## src/inc/ptr_pkg.sv

```systemverilog
/*
  Shared constants, field layouts and types of the pulse totaliser.
  Assumes a 50 MHz core clock; long counts are derived in the top module.
*/
`default_nettype none
package ptr_pkg;
  // Clock rate
  localparam int PTR_CLK_HZ = 50_000_000;
  localparam int PTR_CLK_PER_US = PTR_CLK_HZ / 1_000_000;
  localparam int PTR_CLK_PER_MS = PTR_CLK_HZ / 1_000;
  // Debounce minimum phase widths in microseconds
  localparam int PTR_CONTACT_DEF_US = 1600;
  localparam int PTR_CONTACT_HEAVY_US = 3200;
  localparam int PTR_CONTACT_LIGHT_US = 400;
  localparam int PTR_OTHER_DEF_US = 40;
  localparam int PTR_OTHER_HEAVY_US = 350;
  localparam int PTR_OTHER_LIGHT_US = 5;
  localparam int PTR_OTHER_DEF_CYC = PTR_OTHER_DEF_US * PTR_CLK_PER_US;
  localparam int PTR_OTHER_LIGHT_CYC = PTR_OTHER_LIGHT_US * PTR_CLK_PER_US;
  // Other times in milliseconds
  localparam int PTR_TOTAL_HOLD_MS = 2000;
  localparam int PTR_GRAND_HOLD_MS = 10_000;
  localparam int PTR_CFG_IDLE_MS = 60_000;
  localparam int PTR_HALF_SEC_MS = 500;
  localparam int PTR_RATE_ZERO_MS = 100_000; // Period of 0.01 Hz
  // Widths
  localparam int PTR_DB_W = 18;
  localparam int PTR_LONG_W = 33;
  localparam int PTR_NUM_W = 56;
  localparam int PTR_DEN_W = 49;
  localparam int PTR_REM_W = 50;
  localparam int PTR_RATE_FRAC = 10_000; // Rate and scale both in hundredths
  // Timebase multipliers
  localparam logic [11:0] PTR_MULT_SEC = 12'h001;
  localparam logic [11:0] PTR_MULT_MIN = 12'h03C;
  localparam logic [11:0] PTR_MULT_HOUR = 12'hE10;
  // Register byte offsets
  localparam logic [7:0] PTR_OFS_CTRL = 8'h00;
  localparam logic [7:0] PTR_OFS_FILTER = 8'h04;
  localparam logic [7:0] PTR_OFS_PRESET = 8'h08;
  localparam logic [7:0] PTR_OFS_SCALE = 8'h0C;
  localparam logic [7:0] PTR_OFS_CODE = 8'h10;
  localparam logic [7:0] PTR_OFS_UNLOCK = 8'h14;
  localparam logic [7:0] PTR_OFS_CMD = 8'h18;
  localparam logic [7:0] PTR_OFS_STATUS = 8'h1C;
  localparam logic [7:0] PTR_OFS_TOTAL = 8'h20;
  localparam logic [7:0] PTR_OFS_GRAND = 8'h24;
  localparam logic [7:0] PTR_OFS_RATE = 8'h28;
  localparam logic [7:0] PTR_OFS_DTOTAL = 8'h2C;
  localparam logic [7:0] PTR_OFS_DRATE = 8'h30;
  // Command bits
  localparam int PTR_CMD_GT_CLR = 0;
  localparam int PTR_CMD_FACTORY = 1;
  localparam int PTR_CMD_CONFIRM = 2;
  localparam int PTR_CMD_SAVE = 3;
  localparam int PTR_CMD_ABORT = 4;
  // Input kinds
  typedef enum logic [2:0] {
    OPEN_COLLECTOR_INPUT = 3'h0, LOW_VOLTAGE_PULSE_INPUT = 3'h1,
    HIGH_VOLTAGE_PULSE_INPUT = 3'h2, MAGNETIC_PICKOFF_INPUT = 3'h3,
    PROXIMITY_DETECTOR_INPUT = 3'h4, SWITCH_CONTACT_INPUT = 3'h5
  } ptr_input_type;
  typedef enum logic [1:0] {
    DB_DEFAULT = 2'h0, DB_HEAVY = 2'h1, DB_LIGHT = 2'h2
  } ptr_debounce_type;
  typedef enum logic [1:0] {
    TB_SEC = 2'h0, TB_MIN = 2'h1, TB_HOUR = 2'h2
  } ptr_timebase_type;
  // Control register layout, bit 13 down to bit 0
  typedef struct packed {
    logic grandTotalPanelClear;
    logic totalPanelClear;
    logic [2:0] displayRefreshInterval;
    ptr_timebase_type rateTimeMultiplier;
    logic countDirectionSelect; // 1 counts down
    logic edgeTwo;
    ptr_debounce_type debounce;
    ptr_input_type inType;
  } ptr_ctrl_type;
  localparam ptr_ctrl_type PTR_CTRL_DEFAULT = '{1'b0, 1'b0, 3'h0, TB_SEC,
    1'b0, 1'b0, DB_DEFAULT, OPEN_COLLECTOR_INPUT};
  localparam logic [7:0] PTR_FILTER_DEFAULT = 8'h24;
  localparam logic [15:0] PTR_SCALE_DEFAULT = 16'h0064;
  localparam logic [31:0] PTR_PRESET_DEFAULT = 32'h0000_0000;
  localparam logic [15:0] PTR_CODE_DEFAULT = 16'h0000;

  // Refresh interval in half seconds: 0.5, 1, 2, 3, 4, 5 s
  function automatic logic [3:0] ptr_refresh_halves(input logic [2:0] idx);
    case (idx)
      3'h1: ptr_refresh_halves = 4'h2;
      3'h2: ptr_refresh_halves = 4'h4;
      3'h3: ptr_refresh_halves = 4'h6;
      3'h4: ptr_refresh_halves = 4'h8;
      3'h5: ptr_refresh_halves = 4'hA;
      default: ptr_refresh_halves = 4'h1;
    endcase
  endfunction
endpackage
`default_nettype wire

```

## src/inc/ptr_qual_if.sv

```systemverilog
/*
  Carrier between the totaliser and its input debounce qualifier.
  Assumes the owner drives the raw level and the selected width.
*/
`timescale 1ns/1ns
`default_nettype none
interface ptr_qual_if import ptr_pkg::*; ();
  logic rawLevel;
  logic [PTR_DB_W-1:0] minWidth;
  logic qualLevel;
  modport owner(output rawLevel, output minWidth, input qualLevel);
  modport filter(input rawLevel, input minWidth, output qualLevel);
endinterface
`default_nettype wire

```

## src/design/ptr_totaliser.sv

```systemverilog
/*
  Pulse totaliser and rate meter with APB register access.
  Assumes an APB master, pulse input and buttons synchronous to core_clk.
*/
// Implementation choices: the register offsets and the APB register port.
//
// Contract
// - Contact inputs need high and low phases of 1600, 3200 or 400 us.
// - Other inputs need phases of 40, 350 or 5 us.
// - Three debounce levels pick the qualification time.
// - Below 0.01 Hz the rate reads zero.
// - Edge option chooses rising or falling transition per input kind.
// - Direction chooses increment or decrement of the total.
// - Local or remote reset loads the total with the preset value.
// - Total clear buttons held over 2 s in display mode clear total.
// - Grand total buttons held over 10 s in display mode clear it.
// - Menu grand total clear runs only after a yes confirmation.
// - Four digit access code guards configuration; 0000 disables it.
// - Factory restore runs only after explicit confirmation.
// - Rate per second, minute or hour via a three option setting.
// - Two filter digits 0 to 9; first sets smoothing.
// - Second digit is a deviation limit that bypasses the filter.
// - Display refresh is one of six intervals, 0.5 to 5 s.
// - Refresh interval only gates the displays, nothing else.
// - Six input kinds; contact uses contact timing, proximity inverts the edge mapping.
// - Timebase multiplies the rate by 1, 60 or 3600.
// - Counting goes on while in configuration.
// - A minute without activity in configuration discards the changes.
`timescale 1ns/1ns
`default_nettype none
module ptr_totaliser import ptr_pkg::*; #(
  parameter int CONTACT_DEF_CYC = PTR_CONTACT_DEF_US * PTR_CLK_PER_US,
  parameter int CONTACT_HEAVY_CYC = PTR_CONTACT_HEAVY_US * PTR_CLK_PER_US,
  parameter int CONTACT_LIGHT_CYC = PTR_CONTACT_LIGHT_US * PTR_CLK_PER_US,
  parameter int OTHER_HEAVY_CYC = PTR_OTHER_HEAVY_US * PTR_CLK_PER_US,
  parameter longint TOTAL_HOLD_CYC = longint'(PTR_TOTAL_HOLD_MS) * PTR_CLK_PER_MS,
  parameter longint GRAND_HOLD_CYC = longint'(PTR_GRAND_HOLD_MS) * PTR_CLK_PER_MS,
  parameter longint CFG_IDLE_CYC = longint'(PTR_CFG_IDLE_MS) * PTR_CLK_PER_MS,
  parameter longint HALF_SEC_CYC = longint'(PTR_HALF_SEC_MS) * PTR_CLK_PER_MS,
  parameter longint RATE_ZERO_CYC = longint'(PTR_RATE_ZERO_MS) * PTR_CLK_PER_MS
) (
  // Clock and reset
  input wire logic core_clk,
  input wire logic reset,
  // APB slave
  input wire logic psel,
  input wire logic penable,
  input wire logic pwrite,
  input wire logic [7:0] paddr,
  input wire logic [31:0] pwdata,
  output logic [31:0] prdata,
  output logic pready,
  output logic pslverr,
  // Transducer and panel
  input wire logic pulseIn,
  input wire logic remoteReset,
  input wire logic btnUp,
  input wire logic btnDown,
  input wire logic btnEnter,
  // Displays
  output logic [31:0] dispTotal,
  output logic [31:0] dispRate,
  output logic configMode
);
  typedef enum logic [1:0] {
    DIV_IDLE = 2'b00, DIV_RUN = 2'b01, DIV_FILT = 2'b10
  } ptr_div_type;

  typedef struct packed {
    ptr_ctrl_type ctrl;
    ptr_ctrl_type ctrlSh;
    logic [7:0] filt;
    logic [7:0] filtSh;
    logic [31:0] preset;
    logic [31:0] presetSh;
    logic [15:0] scale;
    logic [15:0] scaleSh;
    logic [15:0] code;
    logic [15:0] codeSh;
    logic cfg;
    logic pendGt;
    logic pendFac;
    logic [PTR_LONG_W-1:0] idleCnt;
    logic [31:0] total;
    logic [31:0] grand;
    logic lastQual;
    logic [PTR_LONG_W-1:0] periodCnt;
    logic havePeriod;
    logic rateZero;
    ptr_div_type divState;
    logic [5:0] bitCnt;
    logic [PTR_REM_W-1:0] rem;
    logic [PTR_NUM_W-1:0] quo;
    logic [PTR_DEN_W-1:0] den;
    logic [31:0] rawRate;
    logic [31:0] filtRate;
    logic [1:0][PTR_LONG_W-1:0] hold;
    logic [PTR_LONG_W-1:0] halfCnt;
    logic [3:0] halfTicks;
    logic [31:0] dispTotal;
    logic [31:0] dispRate;
    logic [31:0] prdata;
  } ptr_state_type;

  ptr_state_type st_r;
  ptr_state_type st_nxt;
  ptr_qual_if qualIf ();

  // Minimum phase width for the current kind and level
  function automatic logic [PTR_DB_W-1:0] minWidth(input ptr_ctrl_type c);
    logic contact;
    contact = (c.inType == SWITCH_CONTACT_INPUT);
    case (c.debounce)
      DB_HEAVY: minWidth = contact ? PTR_DB_W'(CONTACT_HEAVY_CYC)
                                   : PTR_DB_W'(OTHER_HEAVY_CYC);
      DB_LIGHT: minWidth = contact ? PTR_DB_W'(CONTACT_LIGHT_CYC)
                                   : PTR_DB_W'(PTR_OTHER_LIGHT_CYC);
      default: minWidth = contact ? PTR_DB_W'(CONTACT_DEF_CYC)
                                  : PTR_DB_W'(PTR_OTHER_DEF_CYC);
    endcase
  endfunction

  // Rising level counts for edge one, except proximity (current falls)
  function automatic logic countsRising(input ptr_ctrl_type c);
    countsRising = (~c.edgeTwo) ^ (c.inType == PROXIMITY_DETECTOR_INPUT);
  endfunction

  // Multiplier for the selected timebase
  function automatic logic [11:0] timeMult(input ptr_timebase_type t);
    case (t)
      TB_MIN: timeMult = PTR_MULT_MIN;
      TB_HOUR: timeMult = PTR_MULT_HOUR;
      default: timeMult = PTR_MULT_SEC;
    endcase
  endfunction

  // Address decode used by the error answer and the write enable
  function automatic logic isMapped(input logic [7:0] a);
    isMapped = (a[1:0] == 2'h0) && (a <= PTR_OFS_DRATE);
  endfunction

  assign qualIf.rawLevel = pulseIn;
  assign qualIf.minWidth = minWidth(st_r.ctrl);

  ptr_debounce uDebounce (
    .core_clk(core_clk),
    .reset(reset),
    .qual(qualIf.filter)
  );

  // Next-state logic for the whole block
  always_comb begin
    logic apbWr;
    logic apbAcc;
    logic cntEdge;
    logic tick;
    logic [1:0] held;
    logic [1:0][PTR_LONG_W-1:0] lim;
    logic [1:0] fire;
    logic [PTR_REM_W-1:0] remS;
    logic [32:0] diff;
    logic [32:0] mag;
    logic [35:0] limit;
    logic [32:0] step;
    logic [31:0] rd;
    apbWr = 1'b0;
    apbAcc = 1'b0;
    cntEdge = 1'b0;
    tick = 1'b0;
    held = '0;
    lim = '0;
    fire = '0;
    remS = '0;
    diff = '0;
    mag = '0;
    limit = '0;
    step = '0;
    rd = '0;
    st_nxt = st_r;
    apbAcc = psel & penable;
    apbWr = apbAcc & pwrite & isMapped(paddr);

    // Qualified counting edge; counting ignores the configuration state
    st_nxt.lastQual = qualIf.qualLevel;
    cntEdge = countsRising(st_r.ctrl) ? (qualIf.qualLevel & ~st_r.lastQual)
                                      : (~qualIf.qualLevel & st_r.lastQual);
    if (cntEdge) begin
      st_nxt.total = st_r.ctrl.countDirectionSelect ? st_r.total - 1'b1
                                                    : st_r.total + 1'b1;
      st_nxt.grand = st_r.grand + 1'b1;
    end

    // Panel clears: only in display mode, fire once per hold
    lim[0] = PTR_LONG_W'(TOTAL_HOLD_CYC);
    lim[1] = PTR_LONG_W'(GRAND_HOLD_CYC);
    held[0] = btnUp & btnDown & st_r.ctrl.totalPanelClear & ~st_r.cfg;
    held[1] = btnEnter & btnDown & st_r.ctrl.grandTotalPanelClear & ~st_r.cfg;
    for (int i = 0; i < 2; i++) begin
      if (!held[i]) begin
        st_nxt.hold[i] = '0;
      end else if (st_r.hold[i] <= lim[i]) begin
        st_nxt.hold[i] = st_r.hold[i] + 1'b1;
        fire[i] = (st_r.hold[i] == lim[i]);
      end
    end
    if (fire[0] || remoteReset) begin
      st_nxt.total = st_r.preset;
    end
    if (fire[1]) begin
      st_nxt.grand = '0;
    end

    // Edge-to-edge period; too long an interval forces the rate to zero
    if (cntEdge) begin
      st_nxt.periodCnt = '0;
      st_nxt.havePeriod = 1'b1;
      // An edge during a running division starts no division but still restarts the period count
      if (st_r.havePeriod && st_r.divState == DIV_IDLE) begin
        st_nxt.divState = DIV_RUN;
        st_nxt.bitCnt = '0;
        st_nxt.rem = '0;
        st_nxt.quo = PTR_NUM_W'(PTR_CLK_HZ) * PTR_NUM_W'(timeMult(st_r.ctrl.rateTimeMultiplier))
                     * PTR_NUM_W'(PTR_RATE_FRAC);
        st_nxt.den = PTR_DEN_W'(st_r.periodCnt + 1'b1)
                     * PTR_DEN_W'((st_r.scale == '0) ? 16'h0001 : st_r.scale);
      end
    end else if (st_r.periodCnt >= PTR_LONG_W'(RATE_ZERO_CYC)) begin
      st_nxt.rateZero = 1'b1;
      st_nxt.havePeriod = 1'b0;
    end else begin
      st_nxt.periodCnt = st_r.periodCnt + 1'b1;
    end

    // Restoring divider, one quotient bit per cycle
    case (st_r.divState)
      DIV_RUN: begin
        remS = {st_r.rem[PTR_REM_W-2:0], st_r.quo[PTR_NUM_W-1]};
        st_nxt.quo = {st_r.quo[PTR_NUM_W-2:0], 1'b0};
        if (remS >= PTR_REM_W'(st_r.den)) begin
          remS = remS - PTR_REM_W'(st_r.den);
          st_nxt.quo[0] = 1'b1;
        end
        st_nxt.rem = remS;
        st_nxt.bitCnt = st_r.bitCnt + 1'b1;
        if (st_r.bitCnt == 6'(PTR_NUM_W - 1)) begin
          st_nxt.divState = DIV_FILT;
          st_nxt.rawRate = (st_nxt.quo[PTR_NUM_W-1:32] != '0) ? '1
                                                          : st_nxt.quo[31:0];
        end
      end
      DIV_FILT: begin
        st_nxt.divState = DIV_IDLE;
        st_nxt.rateZero = 1'b0;
        diff = {1'b0, st_r.rawRate} - {1'b0, st_r.filtRate};
        mag = diff[32] ? (~diff + 1'b1) : diff;
        limit = 36'(st_r.filtRate >> 4) * 36'(st_r.filt[3:0]);
        step = 33'($signed(diff) >>> st_r.filt[7:4]);
        if (st_r.filt[3:0] != 4'h0 && 36'(mag) > limit) begin
          st_nxt.filtRate = st_r.rawRate;
        end else if (st_r.filt[7:4] == 4'h0) begin
          st_nxt.filtRate = st_r.rawRate;
        end else begin
          st_nxt.filtRate = st_r.filtRate + step[31:0];
        end
      end
      default: ;
    endcase
    // Zero forcing wins over a result in flight
    if (st_r.rateZero && st_r.divState != DIV_FILT) begin
      st_nxt.rawRate = '0;
      st_nxt.filtRate = '0;
    end

    // Display refresh in half-second steps; only the displays wait for it
    if (st_r.halfCnt >= PTR_LONG_W'(HALF_SEC_CYC - 1)) begin
      st_nxt.halfCnt = '0;
      st_nxt.halfTicks = st_r.halfTicks + 1'b1;
      if ((st_r.halfTicks + 1'b1) >= ptr_refresh_halves(st_r.ctrl.displayRefreshInterval)) begin
        tick = 1'b1;
        st_nxt.halfTicks = '0;
      end
    end else begin
      st_nxt.halfCnt = st_r.halfCnt + 1'b1;
    end
    if (tick) begin
      st_nxt.dispTotal = st_r.total;
      st_nxt.dispRate = st_r.filtRate;
    end

    // Configuration idle timeout drops unsaved shadow values
    if (st_r.cfg) begin
      if (apbAcc || btnUp || btnDown || btnEnter) begin
        st_nxt.idleCnt = '0;
      end else if (st_r.idleCnt >= PTR_LONG_W'(CFG_IDLE_CYC)) begin
        st_nxt.cfg = 1'b0;
        st_nxt.pendGt = 1'b0;
        st_nxt.pendFac = 1'b0;
      end else begin
        st_nxt.idleCnt = st_r.idleCnt + 1'b1;
      end
    end

    // Register writes; settings land in the shadow copy until saved
    if (apbWr) begin
      case (paddr)
        PTR_OFS_CTRL: if (st_r.cfg) st_nxt.ctrlSh = ptr_ctrl_type'(pwdata[13:0]);
        PTR_OFS_FILTER: begin
          // Digits above nine are refused, keeping each digit in range
          if (st_r.cfg && pwdata[7:4] <= 4'h9 && pwdata[3:0] <= 4'h9) begin
            st_nxt.filtSh = pwdata[7:0];
          end
        end
        PTR_OFS_PRESET: if (st_r.cfg) st_nxt.presetSh = pwdata;
        PTR_OFS_SCALE: if (st_r.cfg) st_nxt.scaleSh = pwdata[15:0];
        PTR_OFS_CODE: if (st_r.cfg) st_nxt.codeSh = pwdata[15:0];
        PTR_OFS_UNLOCK: begin
          if (!st_r.cfg && (st_r.code == '0 || pwdata[15:0] == st_r.code)) begin
            st_nxt.cfg = 1'b1;
            st_nxt.idleCnt = '0;
            st_nxt.ctrlSh = st_r.ctrl;
            st_nxt.filtSh = st_r.filt;
            st_nxt.presetSh = st_r.preset;
            st_nxt.scaleSh = st_r.scale;
            st_nxt.codeSh = st_r.code;
          end
        end
        PTR_OFS_CMD: begin
          if (st_r.cfg) begin
            if (pwdata[PTR_CMD_GT_CLR]) st_nxt.pendGt = 1'b1;
            if (pwdata[PTR_CMD_FACTORY]) st_nxt.pendFac = 1'b1;
            if (pwdata[PTR_CMD_CONFIRM] && st_r.pendGt) begin
              st_nxt.grand = '0;
              st_nxt.pendGt = 1'b0;
            end
            if (pwdata[PTR_CMD_CONFIRM] && st_r.pendFac) begin
              st_nxt.pendFac = 1'b0;
              st_nxt.ctrl = PTR_CTRL_DEFAULT;
              st_nxt.ctrlSh = PTR_CTRL_DEFAULT;
              st_nxt.filt = PTR_FILTER_DEFAULT;
              st_nxt.filtSh = PTR_FILTER_DEFAULT;
              st_nxt.preset = PTR_PRESET_DEFAULT;
              st_nxt.presetSh = PTR_PRESET_DEFAULT;
              st_nxt.scale = PTR_SCALE_DEFAULT;
              st_nxt.scaleSh = PTR_SCALE_DEFAULT;
              st_nxt.code = PTR_CODE_DEFAULT;
              st_nxt.codeSh = PTR_CODE_DEFAULT;
            end
            if (pwdata[PTR_CMD_SAVE]) begin
              st_nxt.cfg = 1'b0;
              st_nxt.ctrl = st_r.ctrlSh;
              st_nxt.filt = st_r.filtSh;
              st_nxt.preset = st_r.presetSh;
              st_nxt.scale = st_r.scaleSh;
              st_nxt.code = st_r.codeSh;
            end
            if (pwdata[PTR_CMD_SAVE] || pwdata[PTR_CMD_ABORT]) begin
              st_nxt.cfg = pwdata[PTR_CMD_SAVE] ? 1'b0 : 1'b0;
              st_nxt.pendGt = 1'b0;
              st_nxt.pendFac = 1'b0;
            end
          end
        end
        default: ;
      endcase
    end

    // Read data registered in the setup phase, steady through access
    case (paddr)
      PTR_OFS_CTRL: rd = {18'h0_0000, st_r.cfg ? st_r.ctrlSh : st_r.ctrl};
      PTR_OFS_FILTER: rd = {24'h00_0000, st_r.cfg ? st_r.filtSh : st_r.filt};
      PTR_OFS_PRESET: rd = st_r.cfg ? st_r.presetSh : st_r.preset;
      PTR_OFS_SCALE: rd = {16'h0000, st_r.cfg ? st_r.scaleSh : st_r.scale};
      PTR_OFS_STATUS: rd = {27'h000_0000, st_r.rateZero, qualIf.qualLevel,
                            st_r.pendFac, st_r.pendGt, st_r.cfg};
      PTR_OFS_TOTAL: rd = st_r.total;
      PTR_OFS_GRAND: rd = st_r.grand;
      PTR_OFS_RATE: rd = st_r.filtRate;
      PTR_OFS_DTOTAL: rd = st_r.dispTotal;
      PTR_OFS_DRATE: rd = st_r.dispRate;
      default: rd = '0; // Code, unlock and command read as zero
    endcase
    if (psel && !penable) begin
      st_nxt.prdata = rd;
    end
  end

  // State register; settings come up at factory values
  always_ff @(posedge core_clk or posedge reset) begin
    if (reset) begin
      st_r <= '0;
      st_r.ctrl <= PTR_CTRL_DEFAULT;
      st_r.ctrlSh <= PTR_CTRL_DEFAULT;
      st_r.filt <= PTR_FILTER_DEFAULT;
      st_r.filtSh <= PTR_FILTER_DEFAULT;
      st_r.scale <= PTR_SCALE_DEFAULT;
      st_r.scaleSh <= PTR_SCALE_DEFAULT;
    end else begin
      st_r <= st_nxt;
    end
  end

  // Zero wait state answer
  assign pready = psel & penable;
  assign pslverr = psel & penable & ~isMapped(paddr);
  assign prdata = st_r.prdata;
  assign dispTotal = st_r.dispTotal;
  assign dispRate = st_r.dispRate;
  assign configMode = st_r.cfg;
endmodule // ptr_totaliser
`default_nettype wire

```

## src/design/ptr_debounce.sv

```systemverilog
/*
  Input qualifier: two-stage synchroniser and stable-width counter.
  Assumes minWidth is at least one and changes only between pulses.
*/
`timescale 1ns/1ns
`default_nettype none
module ptr_debounce import ptr_pkg::*; (
  // Clock and reset
  input wire logic core_clk,
  input wire logic reset,
  // Raw level in, qualified level out
  ptr_qual_if.filter qual
);
  typedef struct packed {
    logic sync1;
    logic sync2;
    logic prev;
    logic level;
    logic [PTR_DB_W-1:0] cnt;
  } ptr_db_state_type;

  ptr_db_state_type st_r;
  ptr_db_state_type st_nxt;

  // Counter restarts on every level change; saturates so it never wraps
  always_comb begin
    st_nxt = st_r;
    st_nxt.sync1 = qual.rawLevel;
    st_nxt.sync2 = st_r.sync1;
    st_nxt.prev = st_r.sync2;
    if (st_r.sync2 != st_r.prev) begin
      st_nxt.cnt = '0;
    end else if (st_r.cnt != '1) begin
      st_nxt.cnt = st_r.cnt + 1'b1;
    end
    if (st_r.sync2 == st_r.prev && st_r.sync2 != st_r.level &&
        ({1'b0, st_r.cnt} + 19'h0_0001) >= {1'b0, qual.minWidth}) begin
      st_nxt.level = st_r.sync2;
    end
  end

  // State register
  always_ff @(posedge core_clk or posedge reset) begin
    if (reset) begin
      st_r <= '0;
    end else begin
      st_r <= st_nxt;
    end
  end

  assign qual.qualLevel = st_r.level;
endmodule // ptr_debounce
`default_nettype wire

```

## config.mk

```make
export PLATFORM = sky130hd
export DESIGN_NAME = ptr_totaliser
export DESIGN_NICKNAME = d
export VERILOG_FILES = /design/src/inc/ptr_pkg.sv /design/src/inc/ptr_qual_if.sv /design/src/design/ptr_totaliser.sv /design/src/design/ptr_debounce.sv
export SDC_FILE = /design/constraint.sdc
export NUM_CORES = 2
export LEC_CHECK = 0
export BUFFER_PORTS_ARGS = -buffer_cell sky130_fd_sc_hd__clkbuf_2
export CAP_MARGIN = 30
export CORE_MARGIN = 10
export CORE_UTILIZATION = 30
export CTS_CLUSTER_DIAMETER = 40
export CTS_CLUSTER_SIZE = 10
export DETAILED_ROUTE_END_ITERATION = 7
export GPL_TIMING_DRIVEN = 0
export SLEW_MARGIN = 15
export SYNTH_ARGS = -nofsm -noshare
export SYNTH_HDL_FRONTEND = slang
export SYNTH_HIERARCHICAL = 1
export SYNTH_SLANG_ARGS = --single-unit
```

## constraint.sdc

```tcl
create_clock -name core_clk -period 57.6 [get_ports core_clk]
set_input_delay 0 -clock core_clk [delete_from_list [all_inputs] [get_ports core_clk]]
set_output_delay 0 -clock core_clk [all_outputs]
set_load 0.05 [all_outputs]
```

# == Word level (Yosys, flattened, before mapping) ==
# Index checks and enable logic that the tools add are counted.
# word_totals
register_bits,755
input_bits,50
out_inout_bits,99
wordCells,300
# classes
addsub,17
mul,4
magnitude_cmp,12
n_eq_ne,46
shift,1
mux,95
bitwise_logic,19
n_reduce_logical,53
# op_table
cell,n
$mux W32,17
$mux W33,11
$mux W163,2
$pmux W32 S10,1
$add A33 B1 Y33 const B,6
$mux W172,1
$mux W161,1
$mux W64,2
$mux W112,1
$mux W16,6
$pmux W16 S3,2
$pmux W32 S3,1
$mux W36,2
$add A32 B1 Y32 const B,2
$mux W14,4
$mux W18,3
$ge A50 B49 Y1,1
$mux W50,1
$sub A50 B49 Y50,1
$mul A34 B16 Y49,1
$pmux W14 S3,1
$mul A31 B10 Y41 const B,1
$eq A8 B6 Y1 const B,5
$pmux W18 S2,1
70 further kinds,173

# == Logic depth before layout (Yosys ltp) ==
# depth
ltp_word,12
mapped_depth,37
ltp_nobuf,37

# == Modules after synthesis ==
# Netlist, hierarchy kept.
# modules_own_cells
module,n_inst,cells_per_inst,area_per_inst_um2,seq_area_each_um2
ptr_totaliser,1,7440,65280.1,18355.1
ptr_debounce,1,170,1560.2,550.5

# == Least setup slack after synthesis ==
# OpenSTA, ideal clock, no wires.
# synth_timing
kind,reg-to-reg
from,register st_r[428] (netlist name)
to,register st_r[311] (netlist name)
setup_time_ns,0.083
arrival_time_ns,8.119
required_time_ns,57.517
slack_ns,49.399
path_stages_with_launch,37
n_path_buf,1
synth_period_minus_slack_ns,8.201
path_cell_list,dfrtp_1 -> ha_1 -> nand3_1 -> nor2_1 -> nand2_1 -> nor2_1 -> and2_1 -> inv_1 -> nor2_1 -> nand3_1 -> nor2_1 -> and3_1 -> xor2_1 -> clkbuf_1 -> nand2_1 -> fa_1 -> fa_1 -> inv_1 -> fa_1 -> fa_1 -> fa_1 -> inv_1 -> fa_1 -> inv_1 -> ha_1 -> a21oi_1 -> nand2_1 -> a21oi_1 -> o22ai_1 -> a22oi_1 -> a21oi_1 -> a21o_1 -> a21o_1 -> a21oi_1 -> o311ai_0 -> xnor2_1 -> o21ai_0
# synth_via
elab_chain_cells,2
# synth_lines
item,line_no,rtl
from (decl),ptr_totaliser.sv:105,ptr_state_type st_r;
from (signal assigned),ptr_totaliser.sv:398,st_r <= st_nxt;
$add A33 B1 Y34,ptr_totaliser.sv:224,st_nxt.den = PTR_DEN_W'(st_r.periodCnt + 1'b1)
$mul A34 B16 Y49,ptr_totaliser.sv:225,* PTR_DEN_W'((st_r.scale == '0) ? 16'h0001 : st_r.scale);
# No other way between the ends.
# A chain may end at the register's enable or synchronous reset.

# == Worst setup path in the final report ==
# Same ends and word-level chain as after synthesis.

==> results.md <==
- Outcome: finished with violations
- Failing checks: DRC
- CP arrival: 10.87 ns
- Layout cells sized above 1: 0.0802
- Final Critical Period: 10.35 ns
- Highest-delay cell along the critical path: xnor2_1
- Number of routed nets with antenna violations: 0
- Pwr Density: 17.4 mW/mm^2
- Initial Utilization: 0.301
- CTS Buf Count: 120
- Synth Flop Type: dfrtp_1
- Sequential cell area fraction in the yosys report: 0.283
- DRT Pass-1 Iters: 8
- Top cells by count, synth: 1026 x nand2_1, 772 x inv_1, 745 x dfrtp_1, 506 x o21ai_0, 501 x fa_1
- Die Wd: 492 microns
- Setup-failing EPs final: 0
- CP max stage delay: about 0.85 ns
- Row Count: 173
- Yosys top cell area share: 0.279
- Grt ovf: 0
- Total chip power: 1.33 mW
- Cell mode on critical path: fa_1
- Leak: between 30 and 40 nW
- Hold_buf cts: 51
- EDFF count, synth: 0
- Worst-Margin Slew: 1.13 ns
- Required @ worst endpoint: approximately 58 ns
- Syn. warnings: 6
- Port buffer count: 147
- Rel. slew slack: 0.250
- DRT Wirelength: approximately 230000 microns
- Worst Skew: 0.125 ns
- Chip height: 492 microns
- Die area: around 0.24 sq mm
- Slew Limit Fails: 0
- CTS tree: done
- Via-to-Cell Ratio: 5.24
- Maxcap violations: 0
- 1st-iter DRT viols: 5241
- RSZ-0062 raised after global routing: false
- Crit share post-route: 0.180
- Vias in the first global route: 57800
- CP Class: register to register
- CTS max path bufs: 3
- Final Hold Vio Count: 0
- Avg Cell Area, Syn: 8.78 sq um
- Maximum VDD drop: 0.0267 mV
- # IOs: around 150
- CTS resizes: 0
- Syn Inst Count: 7610
- Post-DP HPWL: roughly 180000 microns
- Worst-path clk slew: 0.05 ns
- Post-synthesis register bit count: 755
- Initial antenna violation count: 9
- Most common cell in the synthesized netlist: nand2_1
- Clk_lat worst skew: 0.80 ns
- Top post-synthesis cells by area: dfrtp_1 28%, fa_1 15%, ha_1 7.1%, nand2_1 5.8%, inv_1 4.3%
- # fillers: 22800
- Placer Congestion: ~0.96
- H-tree Lvls: 3
- Class of the worst hold path: primary input to async pin
- Total track usage: 0.181
- Core area: ~0.22 sq mm
- Setup TNS: 0 ns
- Num Clock Sinks: 755
- First-pass GRT wire length: 349000 microns
- Root buf cell: clkbuf_16
- Yosys cell types: 102
- Asr flop ratio synth: 1.00
- Area Overhead vs Synth: 14.3%
- # Post-CTS Setup Buffers: 0
- CP Capture Type: register
- Crit start category: register
- Largest net degree at the start of global routing: 110
- Fmax: slightly below 100 MHz
- Remaining routing DRC violations: 2
- Yosys top cell by area: dfrtp_1
- Via count: 57900
- Synth Cell Area: between 0.06 and 0.07 sq mm
- Routed WL per cell: 20.5 microns
- Layout net count: 8898
- Crit Path Max Fanout: 10
==> power breakdown <==
part	total (mW)	leakage (nW)	switching, mW	internal (mW)
logic	0.0537	23.8	0.0364	0.0172
clock network	0.737	1.99	0.287	0.450
registers	0.537	10.4	0.00352	0.534
total	1.33	36.2	0.327	1.00
==> critical path, delay by kind of cell, from the launching register on <==
family | cells | cell delay (ns)
compound gates | 8 | 2.17
xor+xnor | 2 | 1.04
fa+ha+maj | 8 | 3.85
buf+inv | 4 | 0.80
flops | 1 | 0.54
simple gates | 8 | 1.73
==> final timing paths <==
path                            slack [ns]  depth (start not counted)                        endpoint                            from
worst max-delay path                 47.25                         30           st_r[311]$_DFFE_PP0P_           st_r[428]$_DFFE_PP0P_
worst min-delay path                  0.02                          3   uDebounce/st_r[4]$_DFFE_PP0P_                           reset
worst max register to register       47.25                         30           st_r[311]$_DFFE_PP0P_           st_r[428]$_DFFE_PP0P_
worst min register to register        0.35                          0  uDebounce/st_nxt[19]$_DFF_PP0_  uDebounce/st_nxt[20]$_DFF_PP0_
max in group asynchronous            55.68                          6             st_r[117]$_DFF_PP0_                           reset
min in group core_clk                 0.07                          4           st_r[644]$_DFFE_PP0P_                      pwdata[18]
==> metrics by stage <==
step / worst slack [ns] / hold slack, ns / area [sq um] / utilization / cells
CTS: 47.41 / 0.0222 / 76300 / 0.344 / 11000
global placement: 28.45 / 0.122 / 71300 / 0.322 / 10700
detailed placement: 47.48 / 0.121 / 71700 / 0.323 / 10800
global route: 46.70 / 0.0288 / 76400 / 0.344 / 11000
floorplan: 37.05 / -0.0108 / 66900 / - / 7620
finish: 47.25 / 0.0192 / 76400 / 0.344 / 11000
==> layer usage <==
layer	part of all wire	global-route usage	up-vias	routed length, microns
met3	0.074	0.0327	511	16700
met5	0.00012	0	-	26
met4	0.041	0.0675	4	9310
li1	-	-	26200	-
met2	0.45	0.284	2155	101000
met1	0.44	0.249	29000	99300
==> sequential cells by signal (all words and copies together), names as in the netlist <==
register and count:
st_r 636, dispRate 32, dispTotal 32, prdata 32, uDebounce/st_r 19, uDebounce/st_nxt 2
configMode 1, uDebounce/qual.qualLevel 1
==> layout by cell type, fill, tap and decap left out, types with 295 or more instances in the layout <==
master | synthesis | final
a21oi_1 | 430 | 430
and2_1 | 295 | 295
clkbuf_1 | 353 | 367
dfrtp_1 | 745 | 744
fa_1 | 501 | 501
ha_1 | 379 | 379
inv_1 | 772 | 771
nand2_1 | 1026 | 1026
nor2_1 | 446 | 446
o21ai_0 | 506 | 506
==> final cells by class <==
type / count / area, sq um / area share
inverter: 774 / 2910 / 0.0381
buffer: 478 / 2190 / 0.0286
clock inverter: 70 / 875 / 0.0114
multi-input combinational: 5613 / 42900 / 0.561
clock buffer: 148 / 3260 / 0.0426
tap: 2975 / 3720 / 0.0487
sequential: 755 / 18900 / 0.247
timing repair buffer: 226 / 1650 / 0.0216
antenna: 4 / 10.0 / 0.000131
==> cell families after synthesis <==
family | after synthesis | share of synthesized area
and+or+nand+nor | 2442 | 0.173
AOI/OAI and AO/OA | 1598 | 0.150
buffers and inverters | 1252 | 0.0762
adders and majority gates | 880 | 0.221
DFF | 755 | 0.283
xor gates and xnor gates | 436 | 0.0572
muxes | 246 | 0.0405
other | 1 | 0.0000561
(Power assumes the default switching activity.)
